## src/include/stm_pkg.sv

```systemverilog
// package for the smbus temperature monitor control block
package stm_pkg;

  // ----------------------------------------
  // register read and write addresses
  // ----------------------------------------
  localparam logic [7:0] RA_LOCAL_VAL  = 8'h00;
  localparam logic [7:0] RA_REMOTE_VAL = 8'h01;
  localparam logic [7:0] RA_CONFIG     = 8'h03;
  localparam logic [7:0] RA_RATE       = 8'h04;
  localparam logic [7:0] RA_LHI        = 8'h05;
  localparam logic [7:0] RA_LLO        = 8'h06;
  localparam logic [7:0] RA_RHI        = 8'h07;
  localparam logic [7:0] RA_RLO        = 8'h08;
  localparam logic [7:0] WA_CONFIG     = 8'h09;
  localparam logic [7:0] WA_RATE       = 8'h0A;
  localparam logic [7:0] WA_LHI        = 8'h0B;
  localparam logic [7:0] WA_LLO        = 8'h0C;
  localparam logic [7:0] WA_RHI        = 8'h0D;
  localparam logic [7:0] WA_RLO        = 8'h0E;
  localparam logic [7:0] WA_ONE_SHOT   = 8'h0F;

  // ----------------------------------------
  // fields and reset values
  // ----------------------------------------
  localparam int          CFG_STANDBY_BIT = 6;
  localparam int          CFG_MASK_BIT    = 7;
  localparam int          RATE_CODE_W     = 3;
  localparam logic [7:0]  CONFIG_RST      = 8'h00;
  localparam logic [7:0]  RATE_RST        = 8'h02;
  localparam logic [7:0]  HI_LIMIT_RST    = 8'h7F;
  localparam logic [7:0]  LO_LIMIT_RST    = 8'hC9;
  localparam logic [7:0]  UNDEF_READ      = 8'hFF;

  // ----------------------------------------
  // addresses chosen by the select pins, tri-level: 0 low, 1 open, 2 high
  // ----------------------------------------
  localparam logic [6:0] ADDR_TABLE [9] = '{7'h18, 7'h19, 7'h1A, 7'h29, 7'h2A, 7'h2B,
                                            7'h4C, 7'h4D, 7'h4E};
  localparam logic [1:0] LVL_LOW  = 2'h0;
  localparam logic [1:0] LVL_OPEN = 2'h1;
  localparam logic [1:0] LVL_HIGH = 2'h2;

  // ----------------------------------------
  // timing: fastest conversion period at code 7, slower codes double it
  // ----------------------------------------
  localparam int CLK_HZ        = 20_000_000;
  localparam int CONV_FAST_MS  = 125;
  localparam int CONV_FAST_CYC = (CLK_HZ / 1000) * CONV_FAST_MS;

  // ----------------------------------------
  // carriers
  // ----------------------------------------
  typedef struct packed {
    logic       wr;
    logic       rd;
    logic [7:0] ptr;
    logic [7:0] data;
  } stm_reg_req_t;

  typedef struct packed {
    logic lhigh;
    logic llow;
    logic rhigh;
    logic rlow;
  } stm_alarm_t;

  typedef enum logic [2:0] {ST_IDLE, ST_ADDR, ST_ADDR_ACK, ST_WRITE, ST_WRITE_ACK,
                            ST_READ, ST_READ_ACK} stm_bus_state_t;

  function automatic logic [6:0] stm_addr_lookup(input logic [1:0] a, input logic [1:0] b);
    logic [3:0] idx;
    idx = 4'(a) * 4'h3 + 4'(b);
    return (idx < 4'h9) ? ADDR_TABLE[idx] : ADDR_TABLE[4];
  endfunction

endpackage

```

## src/rtl/stm_sync.sv

```systemverilog
// two flip-flop synchroniser for pin inputs
`timescale 1ns/1ns
`default_nettype none
module stm_sync #(
  parameter int W = 1
) (
  input  wire logic         clock,
  input  wire logic         nrst,
  input  wire logic         ce,
  input  wire logic [W-1:0] d,
  output logic      [W-1:0] q
);
  logic [W-1:0] meta_q;

  always_ff @(posedge clock) begin
    if (!nrst) begin
      meta_q <= '0;
      q      <= '0;
    end else if (ce) begin
      meta_q <= d;
      q      <= meta_q;
    end
  end
endmodule // stm_sync
`default_nettype wire

```

## src/rtl/stm_compare.sv

```systemverilog
// limit comparators and conversion timer
`timescale 1ns/1ns
`default_nettype none
module stm_compare
  import stm_pkg::*;
#(
  parameter int FAST_CYC = CONV_FAST_CYC
) (
  input  wire logic                   clock,
  input  wire logic                   nrst,
  input  wire logic                   ce,
  input  wire logic                   run,
  input  wire logic                   one_shot,
  input  wire logic [RATE_CODE_W-1:0] rate_code,
  input  wire logic [7:0]             local_meas,
  input  wire logic [7:0]             remote_meas,
  input  wire logic [7:0]             lhi,
  input  wire logic [7:0]             llo,
  input  wire logic [7:0]             rhi,
  input  wire logic [7:0]             rlo,
  output logic                        conv_done,
  output logic      [7:0]             local_val_q,
  output logic      [7:0]             remote_val_q,
  output stm_alarm_t                  alarm_q
);
  logic [31:0] tick_q;
  logic [31:0] period;
  logic        shot_q;

  // codes above 7 cannot occur; the field is three bits wide
  assign period    = 32'(FAST_CYC) << (3'h7 - rate_code);
  assign conv_done = (run && tick_q >= period - 32'h1) || shot_q;

  always_ff @(posedge clock) begin
    if (!nrst) begin
      tick_q <= '0;
      shot_q <= 1'b0;
    end else if (ce) begin
      shot_q <= one_shot && !run;
      if (!run || conv_done) tick_q <= '0;
      else tick_q <= tick_q + 32'h1;
    end
  end

  // values hold while idle, so standby keeps the last result
  always_ff @(posedge clock) begin
    if (!nrst) begin
      local_val_q  <= 8'h80;
      remote_val_q <= 8'h80;
      alarm_q      <= '0;
    end else if (ce && conv_done) begin
      local_val_q  <= local_meas;
      remote_val_q <= remote_meas;
      alarm_q.lhigh <= $signed(local_meas)  > $signed(lhi);
      alarm_q.llow  <= $signed(local_meas)  < $signed(llo);
      alarm_q.rhigh <= $signed(remote_meas) > $signed(rhi);
      alarm_q.rlow  <= $signed(remote_meas) < $signed(rlo);
    end
  end
endmodule // stm_compare
`default_nettype wire

```

## src/rtl/stm_control.sv

```systemverilog
// smbus slave and control registers of the temperature monitor
//
// Overview of operation
// - config bit 6 selects run or standby
// - low standby pin forces standby
// - results hold their values during standby
// - config bit 7 masks the alert output
// - rate code divides conversion clock by powers
// - rate register readable, upper bits written zero
// - four readable writable limit registers
// - strict greater and less than alarms
// - limits accept negative signed values
// - one-shot write in software standby, pin high, runs one cycle
// - one-shot data byte is discarded
// - address from two tri-level select pins
// - select pins sampled once after reset
// - capture seven address bits and direction
// - acknowledge only a matching address
// - direction zero writes, one reads
// - nine clocks per byte, stop on rise
// - direction fixed until a new start
// - first write byte loads pointer, second stores
// - read returns the pointer-selected register
// - wrong-direction access gives undefined data
// - one-shot decoded at write address 0F
`timescale 1ns/1ns
`default_nettype none
module stm_control
  import stm_pkg::*;
#(
  parameter int FAST_CYC = CONV_FAST_CYC
) (
  input  wire logic       clock,
  input  wire logic       nrst,
  input  wire logic       ce,
  input  wire logic       serial_clock_in,
  input  wire logic       serial_data_line_in,
  output logic            serial_data_line_out,
  output logic            serial_data_line_oe,
  input  wire logic       standby_pin_n,
  input  wire logic [1:0] addr_select_pin_a,
  input  wire logic [1:0] addr_select_pin_b,
  input  wire logic [7:0] local_meas,
  input  wire logic [7:0] remote_meas,
  output logic            alert_n_out,
  output logic            alert_n_oe,
  output logic            converting
);
  // ----------------------------------------
  // pin synchronisers
  // ----------------------------------------
  logic [1:0] scl_s;
  logic [1:0] sda_s;
  logic       standby_pin_n_n_s;
  logic [3:0] sel_s;
  logic       scl_q;
  logic       sda_q;

  stm_sync #(.W(1)) u_scl (.clock(clock), .nrst(nrst), .ce(ce),
    .d(serial_clock_in), .q(scl_s[0]));
  stm_sync #(.W(1)) u_sda (.clock(clock), .nrst(nrst), .ce(ce),
    .d(serial_data_line_in), .q(sda_s[0]));
  stm_sync #(.W(1)) u_stb (.clock(clock), .nrst(nrst), .ce(ce),
    .d(standby_pin_n), .q(standby_pin_n_n_s));
  stm_sync #(.W(4)) u_sel (.clock(clock), .nrst(nrst), .ce(ce),
    .d({addr_select_pin_a, addr_select_pin_b}), .q(sel_s));

  always_ff @(posedge clock) begin
    if (!nrst) begin
      scl_q <= 1'b1;
      sda_q <= 1'b1;
    end else if (ce) begin
      scl_q <= scl_s[0];
      sda_q <= sda_s[0];
    end
  end
  assign scl_s[1] = scl_q;
  assign sda_s[1] = sda_q;

  logic scl_rise;
  logic scl_fall;
  logic start_det;
  logic stop_det;
  assign scl_rise  = scl_s[0] && !scl_q;
  assign scl_fall  = !scl_s[0] && scl_q;
  assign start_det = scl_s[0] && scl_q && sda_q && !sda_s[0];
  // data rise with clock high ends the frame
  assign stop_det  = scl_s[0] && scl_q && !sda_q && sda_s[0];

  // ----------------------------------------
  // slave address, caught once after reset
  // ----------------------------------------
  logic [6:0] own_addr_q;
  logic [1:0] strap_wait_q;
  logic       strap_done_q;

  // sample select pins once, four edges after release
  always_ff @(posedge clock) begin
    if (!nrst) begin
      own_addr_q   <= '0;
      strap_wait_q <= '0;
      strap_done_q <= 1'b0;
    end else if (ce && !strap_done_q) begin
      strap_wait_q <= strap_wait_q + 2'h1;
      if (strap_wait_q == 2'h3) begin
        // tri-level select pins pick the address
        own_addr_q   <= stm_addr_lookup(sel_s[3:2], sel_s[1:0]);
        strap_done_q <= 1'b1;
      end
    end
  end

  // ----------------------------------------
  // serial state machine
  // ----------------------------------------
  stm_bus_state_t state_q;
  logic [7:0]     shift_q;
  logic [3:0]     bit_q;
  logic           rd_dir_q;
  logic           ptr_loaded_q;
  logic           match;
  logic           bus_wr;
  logic [7:0]     ptr_q;
  logic [7:0]     rd_data;

  // seven address bits then direction, msb first
  assign match = shift_q[7:1] == own_addr_q;

  always_ff @(posedge clock) begin
    if (!nrst) begin
      state_q      <= ST_IDLE;
      shift_q      <= '0;
      bit_q        <= '0;
      rd_dir_q     <= 1'b0;
      ptr_loaded_q <= 1'b0;
    end else if (ce) begin
      if (start_det) begin
        // a new start is the only way to change direction
        state_q      <= ST_ADDR;
        bit_q        <= '0;
        ptr_loaded_q <= 1'b0;
      end else if (stop_det) begin
        state_q <= ST_IDLE;
      end else begin
        case (state_q)
          ST_ADDR, ST_WRITE: begin
            if (scl_rise) begin
              shift_q <= {shift_q[6:0], sda_s[0]};
              bit_q   <= bit_q + 4'h1;
            end else if (scl_fall && bit_q == 4'h8) begin
              bit_q <= '0;
              if (state_q == ST_WRITE) begin
                state_q      <= ST_WRITE_ACK;
                ptr_loaded_q <= 1'b1;
              end else if (match) begin
                state_q  <= ST_ADDR_ACK;
                // direction bit picks write or read
                rd_dir_q <= shift_q[0];
              end else begin
                state_q <= ST_IDLE;
              end
            end
          end
          ST_ADDR_ACK: begin
            if (scl_fall) state_q <= rd_dir_q ? ST_READ : ST_WRITE;
          end
          ST_WRITE_ACK: begin
            if (scl_fall) state_q <= ST_WRITE;
          end
          ST_READ: begin
            if (scl_rise) bit_q <= bit_q + 4'h1;
            else if (scl_fall && bit_q == 4'h8) begin
              bit_q   <= '0;
              state_q <= ST_READ_ACK;
            end
          end
          ST_READ_ACK: begin
            // a not-acknowledge releases the bus until the next start
            if (scl_rise) state_q <= sda_s[0] ? ST_IDLE : ST_READ_ACK;
            else if (scl_fall) state_q <= ST_READ;
          end
          default: state_q <= ST_IDLE;
        endcase
      end
    end
  end

  // write byte completes on the falling edge that opens its ack
  assign bus_wr = ce && scl_fall && state_q == ST_WRITE && bit_q == 4'h8;

  // pointer only changes on the first byte of a write
  always_ff @(posedge clock) begin
    if (!nrst) ptr_q <= '0;
    // first data byte loads the pointer
    else if (bus_wr && !ptr_loaded_q) ptr_q <= shift_q;
  end

  // ----------------------------------------
  // registers
  // ----------------------------------------
  logic [7:0] cfg_q;
  logic [7:0] rate_q;
  logic [7:0] lhi_q;
  logic [7:0] llo_q;
  logic [7:0] rhi_q;
  logic [7:0] rlo_q;
  logic       reg_wr;
  logic       one_shot;

  assign reg_wr   = bus_wr && ptr_loaded_q;
  // one-shot decoded at its write address
  assign one_shot = reg_wr && ptr_q == WA_ONE_SHOT;

  // one-shot data is never stored anywhere
  always_ff @(posedge clock) begin
    if (!nrst) begin
      cfg_q  <= CONFIG_RST;
      rate_q <= RATE_RST;
      lhi_q  <= HI_LIMIT_RST;
      llo_q  <= LO_LIMIT_RST;
      rhi_q  <= HI_LIMIT_RST;
      rlo_q  <= LO_LIMIT_RST;
    end else if (reg_wr) begin
      case (ptr_q)
        WA_CONFIG: cfg_q  <= shift_q;
        // rate stored whole; master keeps upper bits zero
        WA_RATE:   rate_q <= shift_q;
        WA_LHI:    lhi_q  <= shift_q;
        WA_LLO:    llo_q  <= shift_q;
        WA_RHI:    rhi_q  <= shift_q;
        WA_RLO:    rlo_q  <= shift_q;
        default:   ;
      endcase
    end
  end

  // ----------------------------------------
  // conversion control
  // ----------------------------------------
  logic       run;
  logic       conv_done;
  logic [7:0] local_val;
  logic [7:0] remote_val;
  stm_alarm_t alarm;
  logic       shot_pend_q;

  assign run = !cfg_q[CFG_STANDBY_BIT] && standby_pin_n_n_s;

  // one-shot only while software standby, pin high
  always_ff @(posedge clock) begin
    if (!nrst) shot_pend_q <= 1'b0;
    else if (ce) shot_pend_q <= one_shot && !run && standby_pin_n_n_s;
  end

  // results hold in the comparator while idle
  // rate code sets the conversion period
  stm_compare #(.FAST_CYC(FAST_CYC)) u_cmp (
    .clock       (clock),
    .nrst        (nrst),
    .ce          (ce),
    .run         (run),
    .one_shot    (shot_pend_q),
    .rate_code   (rate_q[RATE_CODE_W-1:0]),
    .local_meas  (local_meas),
    .remote_meas (remote_meas),
    .lhi         (lhi_q),
    .llo         (llo_q),
    .rhi         (rhi_q),
    .rlo         (rlo_q),
    .conv_done   (conv_done),
    .local_val_q (local_val),
    .remote_val_q(remote_val),
    .alarm_q     (alarm)
  );
  assign converting = conv_done;

  assign alert_n_out = 1'b0;
  assign alert_n_oe  = (|alarm) && !cfg_q[CFG_MASK_BIT];

  // ----------------------------------------
  // read path
  // ----------------------------------------
  // read returns the register at the pointer
  // write-only or unknown addresses read undefined
  always_comb begin
    case (ptr_q)
      RA_LOCAL_VAL:  rd_data = local_val;
      RA_REMOTE_VAL: rd_data = remote_val;
      RA_CONFIG:     rd_data = cfg_q;
      RA_RATE:       rd_data = rate_q;
      RA_LHI:        rd_data = lhi_q;
      RA_LLO:        rd_data = llo_q;
      RA_RHI:        rd_data = rhi_q;
      RA_RLO:        rd_data = rlo_q;
      default:       rd_data = UNDEF_READ;
    endcase
  end

  logic sda_oe_q;
  always_ff @(posedge clock) begin
    if (!nrst) sda_oe_q <= 1'b0;
    else if (ce && scl_fall) begin
      if (state_q == ST_ADDR && bit_q == 4'h8) sda_oe_q <= match;
      else if (state_q == ST_WRITE && bit_q == 4'h8) sda_oe_q <= 1'b1;
      else if ((state_q == ST_ADDR_ACK && rd_dir_q) || (state_q == ST_READ && bit_q != 4'h8)
               || state_q == ST_READ_ACK)
        sda_oe_q <= !rd_data[3'h7 - 3'(state_q == ST_READ ? bit_q : 4'h0)];
      else sda_oe_q <= 1'b0;
    end else if (ce && stop_det) sda_oe_q <= 1'b0;
  end
  assign serial_data_line_out = 1'b0;
  assign serial_data_line_oe  = sda_oe_q;

  // ----------------------------------------
  // checks
  // ----------------------------------------
  a_standby_pin_halts: assert property (@(posedge clock) disable iff (!nrst)
    (!standby_pin_n_n_s && !$past(standby_pin_n_n_s) && !$past(standby_pin_n_n_s, 2)) |-> !conv_done)
    else $error("standby pin did not stop conversions");
  a_alert_mask_gate: assert property (@(posedge clock) disable iff (!nrst)
    cfg_q[CFG_MASK_BIT] |-> !alert_n_oe) else $error("alert driven while masked");
  a_ptr_holds_read: assert property (@(posedge clock) disable iff (!nrst)
    !bus_wr |=> $stable(ptr_q)) else $error("pointer changed without a write");
  a_one_shot_fires: assert property (@(posedge clock) disable iff (!nrst)
    (one_shot && !run && standby_pin_n_n_s) |-> ##2 conv_done) else $error("one-shot did not convert");
  a_no_shot_store: assert property (@(posedge clock) disable iff (!nrst)
    one_shot |=> $stable(cfg_q) && $stable(rate_q)) else $error("one-shot data stored");
  a_standby_holds: assert property (@(posedge clock) disable iff (!nrst)
    (!run && !conv_done) |=> $stable(local_val)) else $error("value changed in standby");
  a_addr_fixed: assert property (@(posedge clock) disable iff (!nrst)
    strap_done_q |=> $stable(own_addr_q)) else $error("slave address changed");
  a_stop_idles: assert property (@(posedge clock) disable iff (!nrst)
    (ce && stop_det && !start_det) |=> state_q == ST_IDLE) else $error("stop not seen");
endmodule // stm_control
`default_nettype wire

```

## config.mk

```make
export PLATFORM = sky130hd
export DESIGN_NAME = stm_control
export DESIGN_NICKNAME = d
export VERILOG_FILES = /design/src/include/stm_pkg.sv /design/src/rtl/stm_sync.sv /design/src/rtl/stm_compare.sv /design/src/rtl/stm_control.sv
export SDC_FILE = /design/constraint.sdc
export NUM_CORES = 1
export LEC_CHECK = 0
export BUFFER_PORTS_ARGS = -buffer_cell sky130_fd_sc_hd__buf_4
export CAP_MARGIN = 20
export CORE_MARGIN = 1.5
export CORE_UTILIZATION = 41
export CTS_CLUSTER_SIZE = 12
export DETAILED_ROUTE_END_ITERATION = 16
export RECOVER_POWER = 50
export SETUP_SLACK_MARGIN = 0.15
export SLEW_MARGIN = 20
export SYNTH_ARGS = -nofsm -noshare
export SYNTH_HDL_FRONTEND = slang
export SYNTH_SLANG_ARGS = --single-unit
```

## constraint.sdc

```tcl
create_clock -name clock -period 3.7 [get_ports clock]
set_input_delay 0.74 -clock clock [delete_from_list [all_inputs] [get_ports clock]]
set_output_delay 0.74 -clock clock [all_outputs]
set_load 0.02 [all_outputs]
```

==> results.md, run 1 <==
* CTS tree: built
* Number of synthesized flops with an enable pin at 0
* H-tree levels at 4
* Status: finished, violations left
* Syn. warnings at 0
* Full die area at ~23000 um^2
* Period minus WS final at just over 4 ns
* Top_reg_cell synth: dfxtp_1
* Worst hold path class: flop to flop
* Worst endpoint required time at 2.96 ns
* Met3 WL at 1.078 mm
* Failing checks: capacitance limit, slew limit, setup timing
* Cell count after synthesis at 1096
* Most flops, register: u_cmp.tick_q
* Max Slew Vio Count at 39
* Max_slew headroom at -10.66%
* CP Cell Sequence: inv_8 -> ha_2 -> nand2_2 -> nor3_2 -> a31oi_2 -> nor3_2 -> nand2_1 -> nor3_1 -> o32ai_1 -> ha_1 -> nand4_1 -> nor3_4 -> buf_4 -> nand2_1 -> a21oi_2 -> nor3_2 -> nor2_2 -> buf_6
* Highest routed layer: met4
* NumNets Final at about 1.3k
* Vias in the first global route at 7298
* Gpl congestion at 0.9186
* I/O Pins at 31
* P per Cell Area at 340.6 nW/um^2
* LEAKAGE at 0.004286 uW
* DR pass1 iterations at 5
* CP delay by family, top: simple AND/OR/NAND/NOR gates
* Die height at 150.2 um
* Worst setup EP type: output pin
* Register area share after synthesis at ~34%
* Library cells used by synthesis at a little over 70
* Max stage delay on crit path at roughly 0.4 ns
* Clock-pin transition on the worst setup and hold timing paths at 0.07 ns
* Crit path kind: flop to output pin
* Setup violators final at 52
* Buffers & Inverters on Critical Path at 3
* WL final at between 20 and 25 mm
* Ys async rst share at 0%
* Global Route Usage Sum at 21.67%
* Post-route setup slack at -0.4238 ns
* Vias after detailed routing at 7892
* Fin. Hold Viols at 0
* Most frequent cells in the layout: dfxtp_1 (149), nand2_1 (145), nor2_1 (109), buf_4 (76), ha_1 (68)
* Maxcap violations at 1
* Max Root-Sink Buffers at 2
* Most frequent cell on the critical path: nor3_2
* WP data arrival at 3.38 ns
* Fin util at between 50% and 60%
* M1 wire length at 11.74 mm
* Root Driver: clkbuf_16
* ANT nets after route at 0
* Worst setup SP type: flop
* # rows at 53
* Netlist Area Pre-Place at between 8000 and 9000 um^2
* Share of cells above drive strength 1 at 17.28%
* CTS Buf Count at 17
* Initial drt markers at 557
* Achievable frequency at 242.5 MHz
* DR vias/cell at 5.488
* Max reg flops at 32
* Core area at around 21000 um^2
* Worst vdd ir at 225.0 uV
* Placed cells at about 1.4k
* Ant diodes at 0
* Fin cells at about 1.4k
* Area Growth Syn to Fin at 20.85%
* Metal2 WL at roughly 11 mm
* Yosys reg bits at 152
* Avg WL per Cell at 16.62 um
* GRT overflow at 0
* Worst Max-Slew Pin Slew at 1.660 ns
* DP HPWL at 17.02 mm
* Die width at 150.2 um
* Clock Sinks at 152
* Mean post-synth cell area at about 8 um^2
* Commonest non-fill, non-tap cell in the layout: dfxtp_1
* Port bufs at 28
* Crit-path max FO at 7
* Initial Utilization at 41.98%
* DRC at 0
* Largest net degree at the start of global routing at 44
* Max stage delay cell, worst path: dfxtp_4
* Latest clock arrival within the worst-skew pair at 0.43 ns
* Fin Clk Skew at 0.006725 ns
* Final Cycle Share at 111.5%
* RSZ-0062 raised after global routing: true
* Power Total at 3656 uW
* Hold Buf Count CTS at 0
* First-pass GRT wire length at 38.09 mm
* Antenna violations before repair at 0
==> path summary, 6_finish.rpt <==
kind | slack (ns) | depth (start not counted) | endpoint | from
setup reg to reg | -0.17 | 21 | u_cmp.remote_val_q[7] | rate_q[1]
hold reg to reg | 0.46 | 2 | cfg_q[1] | cfg_q[1]
setup / recovery | -0.42 | 18 | converting | rate_q[0]
hold / removal | 0.46 | 2 | cfg_q[1] | cfg_q[1]
==> logic make-up after synthesis <==
logic type	count (synthesis)	synth area share (%)
other cells	2	0.08456
simple gates	428	22.78
compound gates	219	15.81
fa+ha+maj	76	10.88
mux	50	5.945
buf+inv	117	5.114
flops	152	34.26
xor+xnor	52	5.128
==> cell type report <==
type	count	area (um^2)
well taps	275	344.1
inverters	52	210.2
clock inverters	11	137.6
fillers	2033	10420
repair buffers	97	815.8
multi-input cells	830	5703
flip-flops and latches	152	3052
clock buffers	21	470.5
==> per-stage QoR <==
step                instance area [um^2]  hold WS (ns)  worst slack, ns  setup TNS [ns]
CTS                                10580        0.4610          -0.4677          -6.855
floorplan                           8939        0.4289          0.08408               0
global placement                    9709        0.4370          -0.1225         -0.8409
finish                             10730        0.4604          -0.4238          -7.352
detailed placement                  9709        0.4455          -0.2820          -8.890
global route                       10730        0.4768          -0.6011          -16.20
==> cells in the mapped netlist (3+ instances only) <==
library cell | instances | area [um^2]
a22oi_1 | 5 | 37.54
o211ai_1 | 27 | 202.7
nor3b_1 | 3 | 22.52
nor4_1 | 9 | 56.30
o31ai_1 | 5 | 37.54
a21o_1 | 3 | 22.52
nand4_1 | 14 | 87.58
nor2b_1 | 13 | 81.33
a2bb2oi_1 | 4 | 35.03
o21ai_1 | 11 | 55.05
xnor2_1 | 23 | 201.4
nor4b_1 | 4 | 35.03
buf_1 | 6 | 22.52
and3b_1 | 3 | 26.28
ha_1 | 74 | 925.9
nor3_2 | 3 | 30.03
and3_1 | 10 | 62.56
nand2_1 | 148 | 555.5
nor3_1 | 13 | 65.06
mux2i_1 | 46 | 460.4
xor2_1 | 29 | 254.0
a22o_1 | 3 | 26.28
and4_1 | 5 | 43.79
inv_1 | 51 | 191.4
nor2_1 | 111 | 416.7
buf_2 | 6 | 30.03
and2_1 | 6 | 37.54
or3_1 | 5 | 31.28
dfxtp_1 | 152 | 3043
a211oi_1 | 8 | 60.06
clkbuf_1 | 51 | 191.4
a21oi_1 | 65 | 325.3
a31oi_1 | 10 | 62.56
o32ai_1 | 3 | 26.28
o21ai_0 | 42 | 210.2
nand3_1 | 61 | 305.3
a221oi_1 | 4 | 35.03
nand2b_1 | 8 | 50.05
o22ai_1 | 3 | 18.77
nand3b_1 | 4 | 30.03
==> power by group <==
group	internal (uW)	leakage, uW	switching, uW	total [uW]
clock	1060	0.000294	746	1810
sequential	1650	0.00123	12.2	1660
combinational	73.6	0.00276	113	187
total	2780	0.00429	871	3660
==> worst reg2reg max path, stage by stage, from the launching register on <==
cell and delay (ns):
dfxtp_4 0.36, buf_4 0.16, ha_4 0.18, o21ai_2 0.13, o211ai_1 0.13, or3_4 0.39
o21ai_2 0.14, o31ai_2 0.08, a21oi_1 0.14, ha_1 0.26, nand2_1 0.08, o21ai_2 0.07
a2111oi_4 0.37, o21ai_2 0.12, buf_4 0.15, buf_6 0.10, buf_6 0.11, o31ai_4 0.17
buf_6 0.17, buf_12 0.16, mux2i_1 0.20, nand2_1 0.06
==> per-layer routing <==
| metal | vias to the layer above | track usage [%] |
|---|---|---|
| met4 | 0 | 7.304 |
| met2 | 173 | 33.23 |
| met3 | 31 | 3.697 |
| met1 | 3713 | 30.63 |
| met5 | - | 0 |
| li1 | 3975 | - |
==> timing repair <==
action	4_1_cts	5_1_grt
resized for setup	51	38
setup endpoints to repair	53	53
gates cloned	1	0
buffers inserted	8	0
pin swaps	20	6
Note: power is estimated with default switching activity, not from simulation.
==> inputs of run 2 (changes only) <==
--- a/config.mk
+++ b/config.mk
@@ -8,7 +8,7 @@
 export BUFFER_PORTS_ARGS = -buffer_cell sky130_fd_sc_hd__buf_4
 export CAP_MARGIN = 20
 export CORE_MARGIN = 1.5
-export CORE_UTILIZATION = 41
+export CORE_UTILIZATION = 40
 export CTS_CLUSTER_SIZE = 12
 export DETAILED_ROUTE_END_ITERATION = 16
 export RECOVER_POWER = 50
==> constraint.sdc (replaced) <==
create_clock -name clock -period 3.7 [get_ports clock]
set_input_delay 0.74 -clock clock [delete_from_list [all_inputs] [get_ports clock]]
set_output_delay 0.74 -clock clock [all_outputs]
set_load 0.005 [all_outputs]
==> run 2 against run 1 <==
  * The run still ends with capacitance limit, slew limit, setup timing left
  * Total power increased by 0.76%
  * Via count increased by 1.5%
  * Combinational power increased by 11%
  * Highest routed layer unchanged
==> results.md, run 2 (synthesis gave the netlist of run 1 again) <==
* Worst hold path class: flop to flop
* Max Slew Vio Count at 74
* Clock-pin transition on the worst setup and hold timing paths at around 0.060 ns
* I/O Pins at 31
* Power Total at 3684 uW
* Antenna violations before repair at 0
* Latest clock arrival within the worst-skew pair at between 0.4 and 0.5 ns
* Fin. Hold Viols at 0
* P per Cell Area at 327.1 nW/um^2
* Failing checks: capacitance limit, slew limit, setup timing
* Clock Sinks at 152
* Root Driver: clkbuf_16
* Die width at 152.0 um
* Status: finished, violations left
* Setup violators final at 53
* WL final at 24.93 mm
* Die height at approximately 150 um
* Ant diodes at 0
* WP data arrival at 3.48 ns
* Core area at 21820 um^2
* Fill cell count at 2015
* Most flops, register: u_cmp.tick_q
* Worst Max-Slew Pin Slew at between 1.5 and 2 ns
* RSZ-0062 raised after global routing: true
* Initial Utilization at 40.69%
* DR pass1 iterations at 6
* LEAKAGE at about 0.0044 uW
* Gpl congestion at 0.9267
* Worst endpoint required time at 2.96 ns
* GRT overflow at 0
* Commonest non-fill, non-tap cell in the layout: dfxtp_1
* Vias in the first global route at ~7.7k
* ANT nets after route at 0
* Final Cycle Share at 114.0%
* Max_slew headroom at -8.795%
* Achievable frequency at 237.1 MHz
* Vias after detailed routing at 8009
* Max Root-Sink Buffers at 2
* # rows at 54
* Global Route Usage Sum at 21.67%
* Design area at 11260 um^2
* Reg area at 3052 um^2
* Worst vdd ir at 244.7 uV
* Max reg flops at 32
* Most frequent cells in the layout: dfxtp_1 (149), nand2_1 (142), buf_4 (83), nor2_1 (82), ha_1 (67)
* Post-route setup slack at -0.5175 ns
* Area Growth Syn to Fin at 26.81%
* First-pass GRT wire length at 40.45 mm
* DP HPWL at around 17 mm
* Crit path kind: flop to output pin
* Share of cells above drive strength 1 at a little over a fifth
* CTS Buf Count at 17
* Port bufs at 28
* Placed inst area at 9707 um^2
* Maxcap violations at 2
* CTS tree: built
* Crit-path max FO at 7
* DR vias/cell at 5.493
* Avg WL per Cell at 17.10 um
* Full die area at 23110 um^2
* Worst setup SP type: flop
* H-tree levels at 4
* DRC at 0
* NumNets Final at 1269
* Period minus WS final at between 4 and 5 ns
* Multi-input logic area at 5947 um^2
* Largest net degree at the start of global routing at 74
* Fin Clk Skew at between 0.01 and 0.015 ns
* Initial drt markers at slightly above 500
* Worst setup EP type: output pin
run 2: layout make-up:
cell class / count / share of cell area (%)
repair buffers: 114 / 9.777
inverters: 52 / 1.844
clock inverters: 7 / 1.033
well taps: 280 / 3.111
multi-input cells: 830 / 52.80
flip-flops and latches: 152 / 27.10
clock buffers: 23 / 4.333
run 2: metal layers:
metal	vias to the layer above	share of wire (%)	track usage (%)
met4	0	2.1	6.704
met2	175	47	35.38
met5	-	0	0
met1	3795	47	29.00
met3	32	4.2	3.965
li1	4007	-	-
run 2: stage by stage:
step	utilization, %	worst slack (ns)	TNS (ns)	cells	hold WS (ns)
floorplan	-	0.1172	0	1099	0.4289
global placement	44.48	-0.06518	-0.2769	1400	0.4359
detailed placement	44.48	-0.2144	-6.028	1400	0.4459
CTS	50.32	-0.4446	-7.298	1453	0.4559
global route	51.61	-0.6293	-21.69	1458	0.4890
finish	51.61	-0.5175	-14.77	1458	0.4581
run 2: worst max-delay path: stages (launching register included):
cell and delay (ns):
dfxtp_4 0.43, inv_8 0.07, ha_4 0.28, inv_4 0.03, nand2_2 0.06, nand2_2 0.06
or3_4 0.44, o21ai_4 0.16, o31ai_4 0.09, a21oi_1 0.17, ha_1 0.28, nand2_2 0.07
o21ai_2 0.06, a2111oi_2 0.35, o21ai_2 0.12, nor3_1 0.15, nor2_1 0.09, buf_4 0.14
run 2: path summary, 6_finish.rpt:
path / start / endpoint / slack [ns] / depth (start not counted)
worst max-delay path: rate_q[0] / converting / -0.52 / 17
worst max register to register: rate_q[0] / u_cmp.tick_q[28] / -0.36 / 23
worst min register to register: cfg_q[2] / cfg_q[2] / 0.46 / 2
worst min-delay path: cfg_q[2] / cfg_q[2] / 0.46 / 2
run 2: repair_timing:
action,4_1_cts,5_1_grt
hold buffers,0,0
resized for setup,95,65
gates cloned,7,0
setup endpoints to repair,53,53
pin swaps,53,22
buffers inserted,16,5
run 2: report_power, final:
| group | internal (uW) | total (uW) | switching [uW] |
|---|---|---|---|
| clock | 1130 | 1810 | 685 |
| combinational | 88.6 | 208 | 119 |
| sequential | 1650 | 1660 | 14.7 |
| total | 2860 | 3680 | 819 |
